===== config.mk =====
export PLATFORM = sky130hd
export DESIGN_NAME = pirc_regs
export DESIGN_NICKNAME = d
export VERILOG_FILES = /design/src/pirc_pkg.sv /design/src/pirc_regs.sv
export SDC_FILE = /design/constraint.sdc
export NUM_CORES = 1
export LEC_CHECK = 0
export BUFFER_PORTS_ARGS = -buffer_cell sky130_fd_sc_hd__clkbuf_2
export CORE_ASPECT_RATIO = 0.7
export CORE_MARGIN = 4
export CORE_UTILIZATION = 60
export DETAILED_ROUTE_END_ITERATION = 8
export HOLD_SLACK_MARGIN = 0.06
export PLACE_DENSITY = 0.81
export SKIP_CTS_REPAIR_TIMING = 1
export SLEW_MARGIN = 20
export SYNTH_ARGS = -nofsm -noshare
export SYNTH_HDL_FRONTEND = slang
export SYNTH_SLANG_ARGS = --single-unit

===== constraint.sdc =====
create_clock -name clk -period 5 [get_ports clk]
set_input_delay 0.25 -clock clk [delete_from_list [all_inputs] [get_ports clk]]
set_output_delay 0.25 -clock clk [all_outputs]
set_load 0.02 [all_outputs]

===== src/pirc_pkg.sv =====
// constants for the interrupt and charger register bank
package pirc_pkg;
    // register offsets
    localparam logic [7:0] OFS_IRQ_MASK_ONE = 8'h74;
    localparam logic [7:0] OFS_IRQ_MASK_TWO = 8'h75;
    localparam logic [7:0] OFS_IRQ_MASK_THREE = 8'h76;
    localparam logic [7:0] OFS_IRQ_STATUS_ONE = 8'h77;
    localparam logic [7:0] OFS_IRQ_STATUS_TWO = 8'h78;
    localparam logic [7:0] OFS_IRQ_STATUS_THREE = 8'h79;
    localparam logic [7:0] OFS_CHARGE_CONTROL_ONE = 8'h80;
    localparam logic [7:0] OFS_CHARGE_VOLTAGE_CONTROL = 8'h81;
    localparam logic [7:0] OFS_CHARGE_CURRENT_CONTROL = 8'h82;
    localparam logic [7:0] OFS_CHARGE_CONFIG = 8'h83;
    localparam logic [7:0] OFS_THERMISTOR_SUPERVISION = 8'h84;
    localparam logic [7:0] OFS_CHARGE_SUPERVISION = 8'h85;
    localparam logic [7:0] OFS_CHARGE_STATUS_ONE = 8'h86;
    localparam logic [7:0] OFS_CHARGE_LOCK = 8'h8e;
    // reset values
    localparam logic [7:0] RST_IRQ_MASK_ONE = 8'hff;
    localparam logic [7:0] RST_IRQ_MASK_TWO = 8'hff;
    localparam logic [2:0] RST_IRQ_MASK_THREE = 3'h7;
    localparam logic [7:0] RST_CHARGE_CONTROL_ONE = 8'hd1;
    localparam logic [7:0] RST_CHARGE_VOLTAGE_CONTROL = 8'h63;
    localparam logic [7:0] RST_CHARGE_CURRENT_CONTROL = 8'h41;
    localparam logic [6:0] RST_CHARGE_CONFIG = 7'h05;
    localparam logic [2:0] RST_THERMISTOR_SUPERVISION = 3'h0;
    localparam logic [5:0] RST_CHARGE_SUPERVISION = 6'h10;
    // field positions
    localparam int NOBAT_DET_BIT = 7;
    localparam int AUTO_RESUME_BIT = 6;
    localparam int CHARGE_ENABLE_BIT = 5;
    localparam int INPUT_CURRENT_LSB = 1;
    localparam int LIMITER_ENABLE_BIT = 0;
    localparam int RAIL_MIN_LSB = 6;
    localparam int EOC_CURRENT_HALF_BIT = 7;
    localparam int CC_LOW_RANGE_BIT = 6;
    localparam int CC_LIMIT_LSB = 2;
    localparam int BLINK_MODE_BIT = 6;
    localparam int RESUME_OFFSET_BIT = 5;
    localparam int TEMP_REG_LSB = 3;
    localparam int OVPROT_DIS_BIT = 6;
    localparam int SWITCH_MODE_BIT = 5;
    localparam int TIMEOUT_FLAG_BIT = 4;
    localparam int CHARGE_LOCK_BIT = 2;
    localparam int NOBAT_SLOT = 1;
    // saturation points
    localparam logic [3:0] INPUT_CURRENT_MAX = 4'hd;
    localparam logic [5:0] END_VOLTAGE_MAX = 6'h2f;
    // event inputs: [7:0] status one, [15:8] status two, [18:16] status three
    localparam int NEV = 19;
    localparam int NIN = 23;
    localparam logic [NEV-1:0] RISE_EDGE_SET = 19'h3fffe | 19'h00003;
    localparam logic [NEV-1:0] FALL_EDGE_SET = 19'h6103f;
    localparam logic [NEV-1:0] RISE_ONLY_SET = 19'h1ef00;
    // timing
    localparam longint CLK_HZ = 50000000;
    localparam longint NOBAT_DEBOUNCE_MS = 100;
    localparam longint BLINK_HZ = 1;
    localparam longint TIMEOUT_STEP_S = 1800;
    localparam longint NOBAT_DEBOUNCE_CYC = CLK_HZ / 1000 * NOBAT_DEBOUNCE_MS;
    localparam longint BLINK_HALF_CYC = CLK_HZ / (2 * BLINK_HZ);
    localparam longint TIMEOUT_STEP_CYC = CLK_HZ * TIMEOUT_STEP_S;
    localparam int DEB_W = 24;
    localparam int BLINK_W = 26;
    localparam int STEP_W = 38;
endpackage : pirc_pkg


===== src/pirc_regs.sv =====
// interrupt flag, mask and charger configuration register bank
//
// How it works
// [RQ1] every source has a mask bit; one blocks it, all reset to one
// [RQ2] low-supply and over-temperature flags set when their condition arises
// [RQ3] key, charger, eoc, resume, nobat, trickle, temp, gpio flag both edges
// [RQ4] tick, alarm, boost detect, boost overcurrent, buck low voltage: rising only
// [RQ5] restart flag sets on falling edge of its source only
// [RQ6] flags reset to zero, stay latched, and clear when their register is read
// [RQ7] thermistor no-battery detection, enabled at reset, is debounced by 100 ms
// [RQ8] auto resume restarts charging at resume level; otherwise stay in eoc
// [RQ9] charge enable zero opens battery switch; one runs normal charging
// [RQ10] input current code resets to eight, 13..15 saturate; limiter enable set
// [RQ11] two-bit rail minimum voltage field for trickle and cc current reduction
// [RQ12] six-bit end voltage resets to 35; codes 47 and up saturate
// [RQ13] trickle current resets to code one; eoc current bit halves it
// [RQ14] four-bit constant current limit resets to code zero
// [RQ15] low range bit, set at reset, lowers the constant current limit
// [RQ16] status pin high or blinking at 1 Hz while charging, low otherwise
// [RQ17] resume offset bit chooses smaller or larger level, resets to zero
// [RQ18] two-bit die temperature regulation field resets to code zero
// [RQ19] three-bit rail regulation voltage field resets to code five
// [RQ20] thermistor enable, type and temperature limit bits reset to zero
// [RQ21] mode bit resets to switching charger; separate overvoltage disable bit
// [RQ22] half-hour time-out stops charging, flag reads one, writing zero restarts
// [RQ23] read-only no-battery bit set when missing battery seen after eoc
// [RQ24] lock bit, set only, write-protects voltage, current and config registers
// [RQ25] interrupt output high when any unmasked flag is set
//
// The address-and-strobe port was left to the implementer.
`timescale 1ns/10ps
`default_nettype none
module pirc_regs
    import pirc_pkg::*;
#(
    parameter logic [DEB_W-1:0] DEBOUNCE_CYCLES = DEB_W'(NOBAT_DEBOUNCE_CYC),
    parameter logic [BLINK_W-1:0] BLINK_CYCLES = BLINK_W'(BLINK_HALF_CYC),
    parameter logic [STEP_W-1:0] TIMEOUT_CYCLES = STEP_W'(TIMEOUT_STEP_CYC)
) (
    input wire logic clk,
    input wire logic rst_n,
    input wire logic [7:0] addr,
    input wire logic [7:0] wdata,
    input wire logic wr,
    input wire logic rd,
    output logic [7:0] rdata,
    input wire logic low_supply_cond,
    input wire logic over_temp_cond,
    input wire logic key_pressed,
    input wire logic charger_detected,
    input wire logic end_of_charge,
    input wire logic below_resume,
    input wire logic thermistor_open,
    input wire logic trickle_active,
    input wire logic periodic_tick,
    input wire logic boost_load_detect,
    input wire logic boost_overcurrent,
    input wire logic battery_temp_high,
    input wire logic [3:0] buck_low_voltage,
    input wire logic alarm_match,
    input wire logic gpio_level,
    input wire logic gpio_restart,
    input wire logic cv_mode,
    input wire logic cc_mode,
    input wire logic charging_active,
    output logic irq,
    output logic charge_status_pin,
    output logic charge_restart,
    output logic battery_switch_open,
    output logic charge_stopped,
    output logic input_limiter_enable,
    output logic [3:0] input_current_code,
    output logic [1:0] rail_min_code,
    output logic [5:0] end_charge_voltage,
    output logic eoc_current_half,
    output logic constant_current_low_range,
    output logic [3:0] constant_current_limit,
    output logic [1:0] trickle_current_limit,
    output logic resume_voltage_offset,
    output logic [1:0] temp_regulation_code,
    output logic [2:0] rail_regulation_code,
    output logic [2:0] thermistor_supervision_bits,
    output logic overvoltage_protect_disable,
    output logic switching_charger_mode,
    output logic nobat_detected
);

    ////////////////////////////////////////////////////////////////////////
    typedef struct packed {
        logic [NIN-1:0] s1;
        logic [NIN-1:0] s2;
        logic [NIN-1:0] s3;
        logic [NIN-1:0] stab;
        logic [NEV-1:0] src_q;
        logic [NEV-1:0] flags;
        logic [7:0] mask_one;
        logic [7:0] mask_two;
        logic [2:0] mask_three;
        logic [7:0] ctrl_one;
        logic [7:0] volt_ctrl;
        logic [7:0] curr_ctrl;
        logic [6:0] config_bits;
        logic [2:0] therm_bits;
        logic [5:0] superv_bits;
        logic lock;
        logic nobat_deb;
        logic [DEB_W-1:0] deb_cnt;
        logic [BLINK_W-1:0] blink_cnt;
        logic blink_phase;
        logic [STEP_W-1:0] step_cnt;
        logic [3:0] halfhours;
        logic [7:0] rdata;
    } pirc_state_s;

    pirc_state_s cur;
    pirc_state_s next_cur;

    function automatic logic [3:0] clamp4(input logic [3:0] v, input logic [3:0] top);
        clamp4 = (v > top) ? top : v;
    endfunction : clamp4

    function automatic logic [5:0] clamp6(input logic [5:0] v, input logic [5:0] top);
        clamp6 = (v > top) ? top : v;
    endfunction : clamp6

    ////////////////////////////////////////////////////////////////////////
    logic [NIN-1:0] raw;
    logic [NEV-1:0] src;
    logic [NEV-1:0] rise;
    logic [NEV-1:0] fall;
    logic [NEV-1:0] set_ev;
    logic [NEV-1:0] clr_ev;
    logic [NEV-1:0] mask_all;
    logic therm_stab;
    logic timeout_hit;
    logic timeout_clear;

    assign raw = {charging_active, cc_mode, cv_mode, thermistor_open,
                  gpio_restart, gpio_level, alarm_match,
                  periodic_tick, boost_load_detect, boost_overcurrent, battery_temp_high,
                  buck_low_voltage[3], buck_low_voltage[2], buck_low_voltage[1],
                  buck_low_voltage[0],
                  low_supply_cond, over_temp_cond, key_pressed, charger_detected,
                  end_of_charge, below_resume, 1'b0, trickle_active};
    assign therm_stab = cur.stab[NEV];
    assign mask_all = {cur.mask_three, cur.mask_two, cur.mask_one};

    // nobat slot carries the debounced detection, not the raw pin
    always_comb begin
        src = cur.stab[NEV-1:0];
        src[NOBAT_SLOT] = cur.nobat_deb;
    end

    assign rise = src & ~cur.src_q;
    assign fall = ~src & cur.src_q;
    // see [RQ2] see [RQ3] see [RQ4] see [RQ5]
    assign set_ev = (rise & RISE_EDGE_SET) | (fall & FALL_EDGE_SET);

    // read of a status register clears exactly the flags it returned
    always_comb begin
        clr_ev = '0;
        if (rd && addr == OFS_IRQ_STATUS_ONE) begin
            clr_ev[7:0] = 8'hff;
        end else if (rd && addr == OFS_IRQ_STATUS_TWO) begin
            clr_ev[15:8] = 8'hff;
        end else if (rd && addr == OFS_IRQ_STATUS_THREE) begin
            clr_ev[18:16] = 3'h7;
        end
    end

    assign timeout_hit = (cur.superv_bits[3:0] != 4'h0)
                       && (cur.halfhours >= cur.superv_bits[3:0]);
    assign timeout_clear = wr && addr == OFS_CHARGE_SUPERVISION
                         && !wdata[TIMEOUT_FLAG_BIT];

    ////////////////////////////////////////////////////////////////////////
    always_comb begin
        next_cur = cur;
        // three-stage pin sampling, accepted once stages two and three agree
        next_cur.s1 = raw;
        next_cur.s2 = cur.s1;
        next_cur.s3 = cur.s2;
        for (int i = 0; i < NIN; i++) begin
            if (cur.s2[i] == cur.s3[i]) begin
                next_cur.stab[i] = cur.s3[i];
            end
        end
        next_cur.src_q = src;
        // set wins over a clear in the same cycle
        next_cur.flags = (cur.flags & ~clr_ev) | set_ev; // see [RQ6]

        // thermistor no-battery debounce
        if (!cur.ctrl_one[NOBAT_DET_BIT]) begin // see [RQ7]
            next_cur.nobat_deb = 1'b0;
            next_cur.deb_cnt = '0;
        end else if (therm_stab == cur.nobat_deb) begin
            next_cur.deb_cnt = '0;
        end else if (cur.deb_cnt >= DEBOUNCE_CYCLES - DEB_W'(1)) begin
            next_cur.nobat_deb = therm_stab; // see [RQ7]
            next_cur.deb_cnt = '0;
        end else begin
            next_cur.deb_cnt = cur.deb_cnt + DEB_W'(1);
        end

        // blink divider: free running so the pin phase is steady
        if (cur.blink_cnt >= BLINK_CYCLES - BLINK_W'(1)) begin
            next_cur.blink_cnt = '0;
            next_cur.blink_phase = ~cur.blink_phase; // see [RQ16]
        end else begin
            next_cur.blink_cnt = cur.blink_cnt + BLINK_W'(1);
        end

        // charge time-out, counting only while charging
        if (timeout_clear || cur.superv_bits[3:0] == 4'h0) begin
            next_cur.step_cnt = '0;
            next_cur.halfhours = 4'h0; // see [RQ22]
        end else if (cur.stab[NEV+3] && !timeout_hit) begin
            if (cur.step_cnt >= TIMEOUT_CYCLES - STEP_W'(1)) begin
                next_cur.step_cnt = '0;
                next_cur.halfhours = cur.halfhours + 4'h1;
            end else begin
                next_cur.step_cnt = cur.step_cnt + STEP_W'(1);
            end
        end

        // register writes
        if (wr) begin
            if (addr == OFS_IRQ_MASK_ONE) begin
                next_cur.mask_one = wdata; // see [RQ1]
            end else if (addr == OFS_IRQ_MASK_TWO) begin
                next_cur.mask_two = wdata;
            end else if (addr == OFS_IRQ_MASK_THREE) begin
                next_cur.mask_three = wdata[2:0];
            end else if (addr == OFS_CHARGE_CONTROL_ONE) begin
                next_cur.ctrl_one = wdata;
            end else if (addr == OFS_CHARGE_VOLTAGE_CONTROL && !cur.lock) begin
                next_cur.volt_ctrl = wdata; // see [RQ24]
            end else if (addr == OFS_CHARGE_CURRENT_CONTROL && !cur.lock) begin
                next_cur.curr_ctrl = wdata;
            end else if (addr == OFS_CHARGE_CONFIG && !cur.lock) begin
                next_cur.config_bits = wdata[6:0];
            end else if (addr == OFS_THERMISTOR_SUPERVISION) begin
                next_cur.therm_bits = wdata[2:0]; // see [RQ20]
            end else if (addr == OFS_CHARGE_SUPERVISION) begin
                // bit 4 is the live time-out flag, never stored
                next_cur.superv_bits = {wdata[6:5], wdata[3:0]};
            end else if (addr == OFS_CHARGE_LOCK) begin
                next_cur.lock = cur.lock | wdata[CHARGE_LOCK_BIT]; // see [RQ24]
            end
        end

        // read data, registered for the cycle after the strobe
        next_cur.rdata = 8'h00;
        if (rd) begin
            if (addr == OFS_IRQ_MASK_ONE) begin
                next_cur.rdata = cur.mask_one;
            end else if (addr == OFS_IRQ_MASK_TWO) begin
                next_cur.rdata = cur.mask_two;
            end else if (addr == OFS_IRQ_MASK_THREE) begin
                next_cur.rdata = {5'h00, cur.mask_three};
            end else if (addr == OFS_IRQ_STATUS_ONE) begin
                next_cur.rdata = cur.flags[7:0];
            end else if (addr == OFS_IRQ_STATUS_TWO) begin
                next_cur.rdata = cur.flags[15:8];
            end else if (addr == OFS_IRQ_STATUS_THREE) begin
                next_cur.rdata = {5'h00, cur.flags[18:16]};
            end else if (addr == OFS_CHARGE_CONTROL_ONE) begin
                next_cur.rdata = cur.ctrl_one;
            end else if (addr == OFS_CHARGE_VOLTAGE_CONTROL) begin
                next_cur.rdata = cur.volt_ctrl;
            end else if (addr == OFS_CHARGE_CURRENT_CONTROL) begin
                next_cur.rdata = cur.curr_ctrl;
            end else if (addr == OFS_CHARGE_CONFIG) begin
                next_cur.rdata = {1'b0, cur.config_bits};
            end else if (addr == OFS_THERMISTOR_SUPERVISION) begin
                next_cur.rdata = {5'h00, cur.therm_bits};
            end else if (addr == OFS_CHARGE_SUPERVISION) begin
                next_cur.rdata = {1'b0, cur.superv_bits[5:4], timeout_hit,
                                  cur.superv_bits[3:0]}; // see [RQ22]
            end else if (addr == OFS_CHARGE_STATUS_ONE) begin
                next_cur.rdata = {nobat_detected, cur.stab[12], cur.stab[3],
                                  cur.stab[NEV+1], cur.stab[0], cur.stab[2],
                                  cur.stab[NEV+2], cur.stab[4]}; // see [RQ23]
            end else if (addr == OFS_CHARGE_LOCK) begin
                next_cur.rdata = {5'h00, cur.lock, 2'b00};
            end
        end
    end

    ////////////////////////////////////////////////////////////////////////
    always_ff @(posedge clk) begin
        if (!rst_n) begin
            cur <= '0;
            cur.mask_one <= RST_IRQ_MASK_ONE; // see [RQ1]
            cur.mask_two <= RST_IRQ_MASK_TWO;
            cur.mask_three <= RST_IRQ_MASK_THREE;
            cur.ctrl_one <= RST_CHARGE_CONTROL_ONE; // see [RQ7] see [RQ8] see [RQ10]
            cur.volt_ctrl <= RST_CHARGE_VOLTAGE_CONTROL; // see [RQ11] see [RQ12]
            cur.curr_ctrl <= RST_CHARGE_CURRENT_CONTROL; // see [RQ13] see [RQ14]
            cur.config_bits <= RST_CHARGE_CONFIG; // see [RQ17] see [RQ18] see [RQ19]
            cur.therm_bits <= RST_THERMISTOR_SUPERVISION;
            cur.superv_bits <= RST_CHARGE_SUPERVISION; // see [RQ21]
        end else begin
            cur <= next_cur;
        end
    end

    ////////////////////////////////////////////////////////////////////////
    assign rdata = cur.rdata;
    assign irq = |(cur.flags & ~mask_all); // see [RQ25]
    // see [RQ16]
    assign charge_status_pin = cur.stab[NEV+3]
                             & (cur.config_bits[BLINK_MODE_BIT] ? cur.blink_phase : 1'b1);
    // see [RQ8]
    assign charge_restart = cur.ctrl_one[AUTO_RESUME_BIT] & cur.stab[3] & cur.stab[2];
    assign battery_switch_open = ~cur.ctrl_one[CHARGE_ENABLE_BIT]; // see [RQ9]
    assign charge_stopped = timeout_hit; // see [RQ22]
    assign input_limiter_enable = cur.ctrl_one[LIMITER_ENABLE_BIT];
    // see [RQ10]
    assign input_current_code = clamp4(cur.ctrl_one[INPUT_CURRENT_LSB +: 4], INPUT_CURRENT_MAX);
    assign rail_min_code = cur.volt_ctrl[RAIL_MIN_LSB +: 2]; // see [RQ11]
    assign end_charge_voltage = clamp6(cur.volt_ctrl[5:0], END_VOLTAGE_MAX); // see [RQ12]
    assign eoc_current_half = cur.curr_ctrl[EOC_CURRENT_HALF_BIT]; // see [RQ13]
    assign constant_current_low_range = cur.curr_ctrl[CC_LOW_RANGE_BIT]; // see [RQ15]
    assign constant_current_limit = cur.curr_ctrl[CC_LIMIT_LSB +: 4]; // see [RQ14]
    assign trickle_current_limit = cur.curr_ctrl[1:0];
    assign resume_voltage_offset = cur.config_bits[RESUME_OFFSET_BIT]; // see [RQ17]
    assign temp_regulation_code = cur.config_bits[TEMP_REG_LSB +: 2]; // see [RQ18]
    assign rail_regulation_code = cur.config_bits[2:0]; // see [RQ19]
    assign thermistor_supervision_bits = cur.therm_bits;
    assign overvoltage_protect_disable = cur.superv_bits[OVPROT_DIS_BIT - 1]; // see [RQ21]
    assign switching_charger_mode = cur.superv_bits[SWITCH_MODE_BIT - 1];
    // no-battery only reported once end of charge has been reached
    assign nobat_detected = cur.nobat_deb & cur.stab[3]; // see [RQ23]

endmodule : pirc_regs
`default_nettype wire


## Yosys cells after proc, flatten, opt, wreduce, memory -nomap -nowiden

Index checks and enable logic that the tools add are counted.

| word-level totals | value |
|---|---|
| register bits | 291 |
| bits of input ports | 42 |
| output and inout port bits | 46 |
| logic and storage cells | 178 |

| operators by class | value |
|---|---|
| add/sub/neg operators | 4 |
| $lt $le $gt $ge | 6 |
| equal/unequal tests | 37 |
| muxes and demuxes | 23 |
| bitwise logic cells | 29 |
| reduce and logical (&&, ||, !) cells | 34 |

Operators by type and width:

| operator | count |
|---|---|
| $mux 8 | 15 |
| $eq 8x8->1 const B | 8 |
| $and 19x19->19 | 3 |
| $not 19->19 | 3 |
| $eq 8x7->1 const B | 6 |
| $add 38x1->38 const B | 1 |
| $ge 38x37->1 const B | 1 |
| $mux 38 | 1 |
| $add 26x1->26 const B | 1 |
| $ge 26x25->1 const B | 1 |
| $add 24x1->24 const B | 1 |
| $ge 24x23->1 const B | 1 |
| $eq 1x1->1 | 23 |
| $or 18x19->19 | 1 |
| $or 19x19->19 | 1 |
| $reduce_or 19->1 | 1 |
| $and 18x18->18 | 1 |
| $not 18->18 | 1 |
| $not 1->1 | 14 |
| $mux 11 | 1 |
| $reduce_and 11->1 | 1 |
| $logic_and 1x1->1 | 10 |
| $reduce_and 10->1 | 1 |
| $reduce_and 2->1 | 5 |
| 23 further kinds | 31 |

## Longest topological paths before layout

| logic depth | value |
|---|---|
| depth in word-level cells | 15 |
| gate-level depth with buffers | 9 |
| depth with buffers taken out | 8 |

## Least setup slack after synthesis

Ideal clock, no wire load.

| timing | value |
|---|---|
| path type | reg2reg |
| start point | reg cur[8] in the netlist's numbering |
| end point | reg cur[25] in the netlist's numbering |
| library setup time | 0.072 ns |
| data arrival time | 2.158 ns |
| required time | 4.928 ns |
| path slack | 2.771 ns |
| cell stages (with the launch flop) | 10 |
| path buffers | 1 |
| clock period less this slack | 2.229 ns |
| cell sequence | dfxtp_1 -> inv_1 -> ha_1 -> and2b_2 -> o21ai_0 -> a21oi_2 -> nor2_2 -> buf_4 -> a31oi_1 -> mux2i_1 |

| on the way | value |
|---|---|
| cells in the longest elaborated chain, start to end | 4 |

RTL lines:

| element | RTL line | source |
|---|---|---|
| start: declaration | pirc_regs.sv:115 | `pirc_state_s cur;` |
| start signal: assignment | pirc_regs.sv:304 | `cur <= next_cur;` |
| $ge 4x4->1 | pirc_regs.sv:172 | `&& (cur.halfhours >= cur.superv_bits[3:0]);` |
| $logic_and 1x1->1 | pirc_regs.sv:172 |  |
| $logic_not 1->1 | pirc_regs.sv:217 | `end else if (cur.stab[NEV+3] && !timeout_hit) begin` |
| $logic_and 1x1->1 | pirc_regs.sv:217 |  |

No other way between the ends.
A chain may end at the register's enable or synchronous reset.

## Worst setup path in the final report

| timing | value |
|---|---|
| start point | reg cur[8] in the netlist's numbering |
| end point | out charge_stopped |

| on the way | value |
|---|---|
| cells in the longest elaborated chain, start to end | 2 |

RTL lines:

| element | RTL line | source |
|---|---|---|
| $ge 4x4->1 | pirc_regs.sv:172 |  |
| $logic_and 1x1->1 | pirc_regs.sv:172 |  |
| end: declaration | pirc_regs.sv:70 | `output logic charge_stopped,` |

No other way between the ends.

==> results by group <==
Run status
  • Status: completed

Global route
  • Largest net degree at the start of global routing: 105
  • Vias in the first global route: 8871
  • Total track usage: 24.3%
  • GRT overflow: 0
  • Antenna violations before repair: 0
  • First-pass GRT wire length: 45800 um

Cells and area
  • # diodes: 0
  • Non-Filler Instances: 1697
  • Fillers: 1559
  • # nets final: 1458
  • P&R area growth vs syn: 11.4%
  • Ratio of cells with drive above 1 in the final layout: 11.3%
  • Util after Layout: 68.5%

STA
  • Slew headroom: 34.0%
  • Fin crit share: 57.8%
  • Hold Violations, Final: 0
  • TNS Setup: 0 ns
  • RSZ-0062 raised after global routing: no
  • Top achievable clock speed: 0.346 GHz
  • Final critical-path required period: 2.89 ns
  • Final setup fails: 0
  • Measured slew at the worst slew-check pin: 0.987 ns
  • Skew final: 0.0149 ns
  • Max Slew Vio Count: 0

Routing
  • TritonRoute pass-1 iters: 6
  • Vias per cell: 5.74
  • Initial DRC Count: 965
  • Drt drc: 0
  • Avg WL per Cell: 17.0 um
  • Total routed wirelength: 28800 um
  • Via count: 9736
  • ANT nets after route: 0

Synthesis
  • Synth cell types: 73
  • Area leader, netlist: dfxtp_1
  • Largest cells by area after synthesis: dfxtp_1 47%, mux2i_1 5.2%, and2_1 4.6%, nand2_1 3.7%, nor2b_1 3.5%
  • Synth Warn #: 0
  • Syn Std Cell Area: 12300 um2
  • Sequential fraction of the synthesis area: 47.0%
  • Mapped Cells: 1354
  • EDFF count, synth: 0
  • Flops & latches, synth: 288
  • Synth top area share: 47.0%
  • Commonest cells in the netlist: 288 x dfxtp_1, 122 x nand2_1, 100 x nor2_1
  • Synth async-reset ratio: 0%
  • Count leader, synth: dfxtp_1
  • Mapped Avg Cell Area: 9.06 um2
  • Main synth FF type: dfxtp_1

Critical path
  • CP Capture Type: output pin
  • Critical Path Fanout Max: 5
  • Slowest stage delay, CP: 0.57 ns
  • Buf/Inv on CP: 2
  • Slowest CP cell: o21ai_0
  • Worst-path cell chain: inv_1 > ha_1 > and2b_2 > o21ai_0 > a21oi_1 > nor2_1 > clkbuf_2
  • Data required time of the worst path: 4.75 ns
  • Crit path launch type: flop
  • Crit path kind: reg -> out
  • CP top delay family: compound AO/OA/AOI/OAI gates
  • Critical path data arrival time: 2.64 ns

Power and ir drop
  • Worst vdd rail ir drop: 0.000274 V
  • P_leak: 5.41 nW
  • PwrDens: 323 nW/um2

Floorplanning
  • Die area: 22800 um2
  • Ports: 88
  • Die X: 179 um
  • Core Area: 20000 um2
  • Initial core utilization: 61.4%
  • Row count: 43
  • Die height: 128 um

Min path
  • Worst hold-check path type: in -> reg

Clocking
  • Clock Sinks: 288
  • Clk_lat worst skew: 0.53 ns
  • CTS tree: done
  • Clock-pin slew on the worst setup and hold paths: 0.06 ns
  • CTS buffer count: 26
  • Clock root cell: clkbuf_16
  • H-tree Lvls: 1
  • CTS Buffer Depth: 3

Place
  • Post-detail-place hpwl: 19500 um
  • RD Place Congestion: 0.933
  • Placed insts: 1627
  • Port bufs: 87

Flow run
  • Maxcap violations: 0
==> report_power, final <==
group          internal [mW]  total, mW  switching [mW]  leakage (nW)
clock                   1.08       1.93           0.844         0.397
sequential              2.32       2.33          0.0138          2.33
combinational         0.0640      0.155          0.0908          2.68
==> cells in the final DEF (no fill, tap or decap), types with 16 or more instances in the layout <==
cell           synthesis  routed
dfxtp_1              288     288
nand2_1              122     122
nor2_1               100     100
and2_1                90      90
clkbuf_2               0      86
nand3_1               73      73
nor2b_1               68      68
mux2i_1               64      64
o21ai_0               47      47
a21oi_1               46      46
xor2_1                41      41
inv_1                 34      34
and3_1                30      30
xnor2_1               26      26
clkbuf_16              0      26
a21boi_0              24      24
dlygate4sd3_1          0      23
nand4_1               22      22
a31oi_1               17      17
nor3_1                16      16
==> cells by family (layout without fill, tap and decap cells) <==
group / Yosys count / after routing / synth area share, %
AND/OR/NAND/NOR: 579 / 579 / 24.9
flip-flops: 288 / 288 / 47.0
AO/OA/AOI/OAI: 214 / 214 / 11.4
buffers and inverters: 126 / 198 / 4.96
multiplexers: 71 / 71 / 6.05
XOR/XNOR: 67 / 67 / 4.78
adder cells (fa/ha/maj): 8 / 8 / 0.816
other: 1 / 2 / 0.0306
==> area by class of cell <==
cell class	instances	area, um2	area share (%)
multi-input cells	941	5890	43.1
repair buffers	117	721	5.27
clock buffers	36	698	5.11
clock inverters	11	121	0.888
inverters	34	128	0.934
flip-flops and latches	288	5770	42.2
well taps	270	338	2.47
==> metal layers <==
layer / GRT usage (%) / share of wire [%] / up-vias / routed length [um]
met2: 35.1 / 42 / 418 / 12000
met1: 37.6 / 48 / 4510 / 13900
met5: 0 / 0 / - / 0
met3: 4.58 / 8.3 / 48 / 2400
met4: 5.50 / 2.1 / 0 / 602
li1: - / - / 4760 / -
==> registers in the layout (all words and copies together) (netlist names) <==
name,cells
constant_current_limit,4
constant_current_low_range,1
cur,258
eoc_current_half,1
input_limiter_enable,1
overvoltage_protect_disable,1
rail_min_code,2
rail_regulation_code,3
rdata,8
resume_voltage_offset,1
switching_charger_mode,1
temp_regulation_code,2
thermistor_supervision_bits,3
trickle_current_limit,2
==> through the flow <==
stage / cell area, um2 / setup slack, ns / hold WS [ns] / power [mW]
6_report: 13700 / 2.11 / 0.0428 / 4.42
4_1_cts: 13400 / 2.11 / -0.101 / 4.43
3_3_place_gp: 12600 / 2.28 / 0.416 / 2.52
2_1_floorplan: 12300 / 2.77 / 0.374 / 2.47
5_1_grt: 13700 / 1.92 / 0.0664 / 4.55
3_5_place_dp: 12600 / 2.19 / 0.421 / 2.52
==> worst paths after layout <==
path | start | end | slack [ns] | depth (start not counted)
min reg2reg | cur[286]$_SDFF_PN0_ | cur[263]$_SDFF_PN0_ | 0.43 | 1
max reg2reg | cur[8]$_SDFFE_PP0P_ | cur[35]$_SDFFE_PP0P_ | 2.18 | 8
min | wdata[7] | cur[153]$_SDFFE_PN1P_ | 0.04 | 3
max | cur[8]$_SDFFE_PP0P_ | charge_stopped | 2.11 | 7
==> worst min-delay path, delay by kind of cell <==
family | cells | cell delay [ns]
buffers and inverters | 1 | 0.15
and+or+nand+nor | 2 | 0.13
No activity file was read; power rests on OpenSTA's default activity.
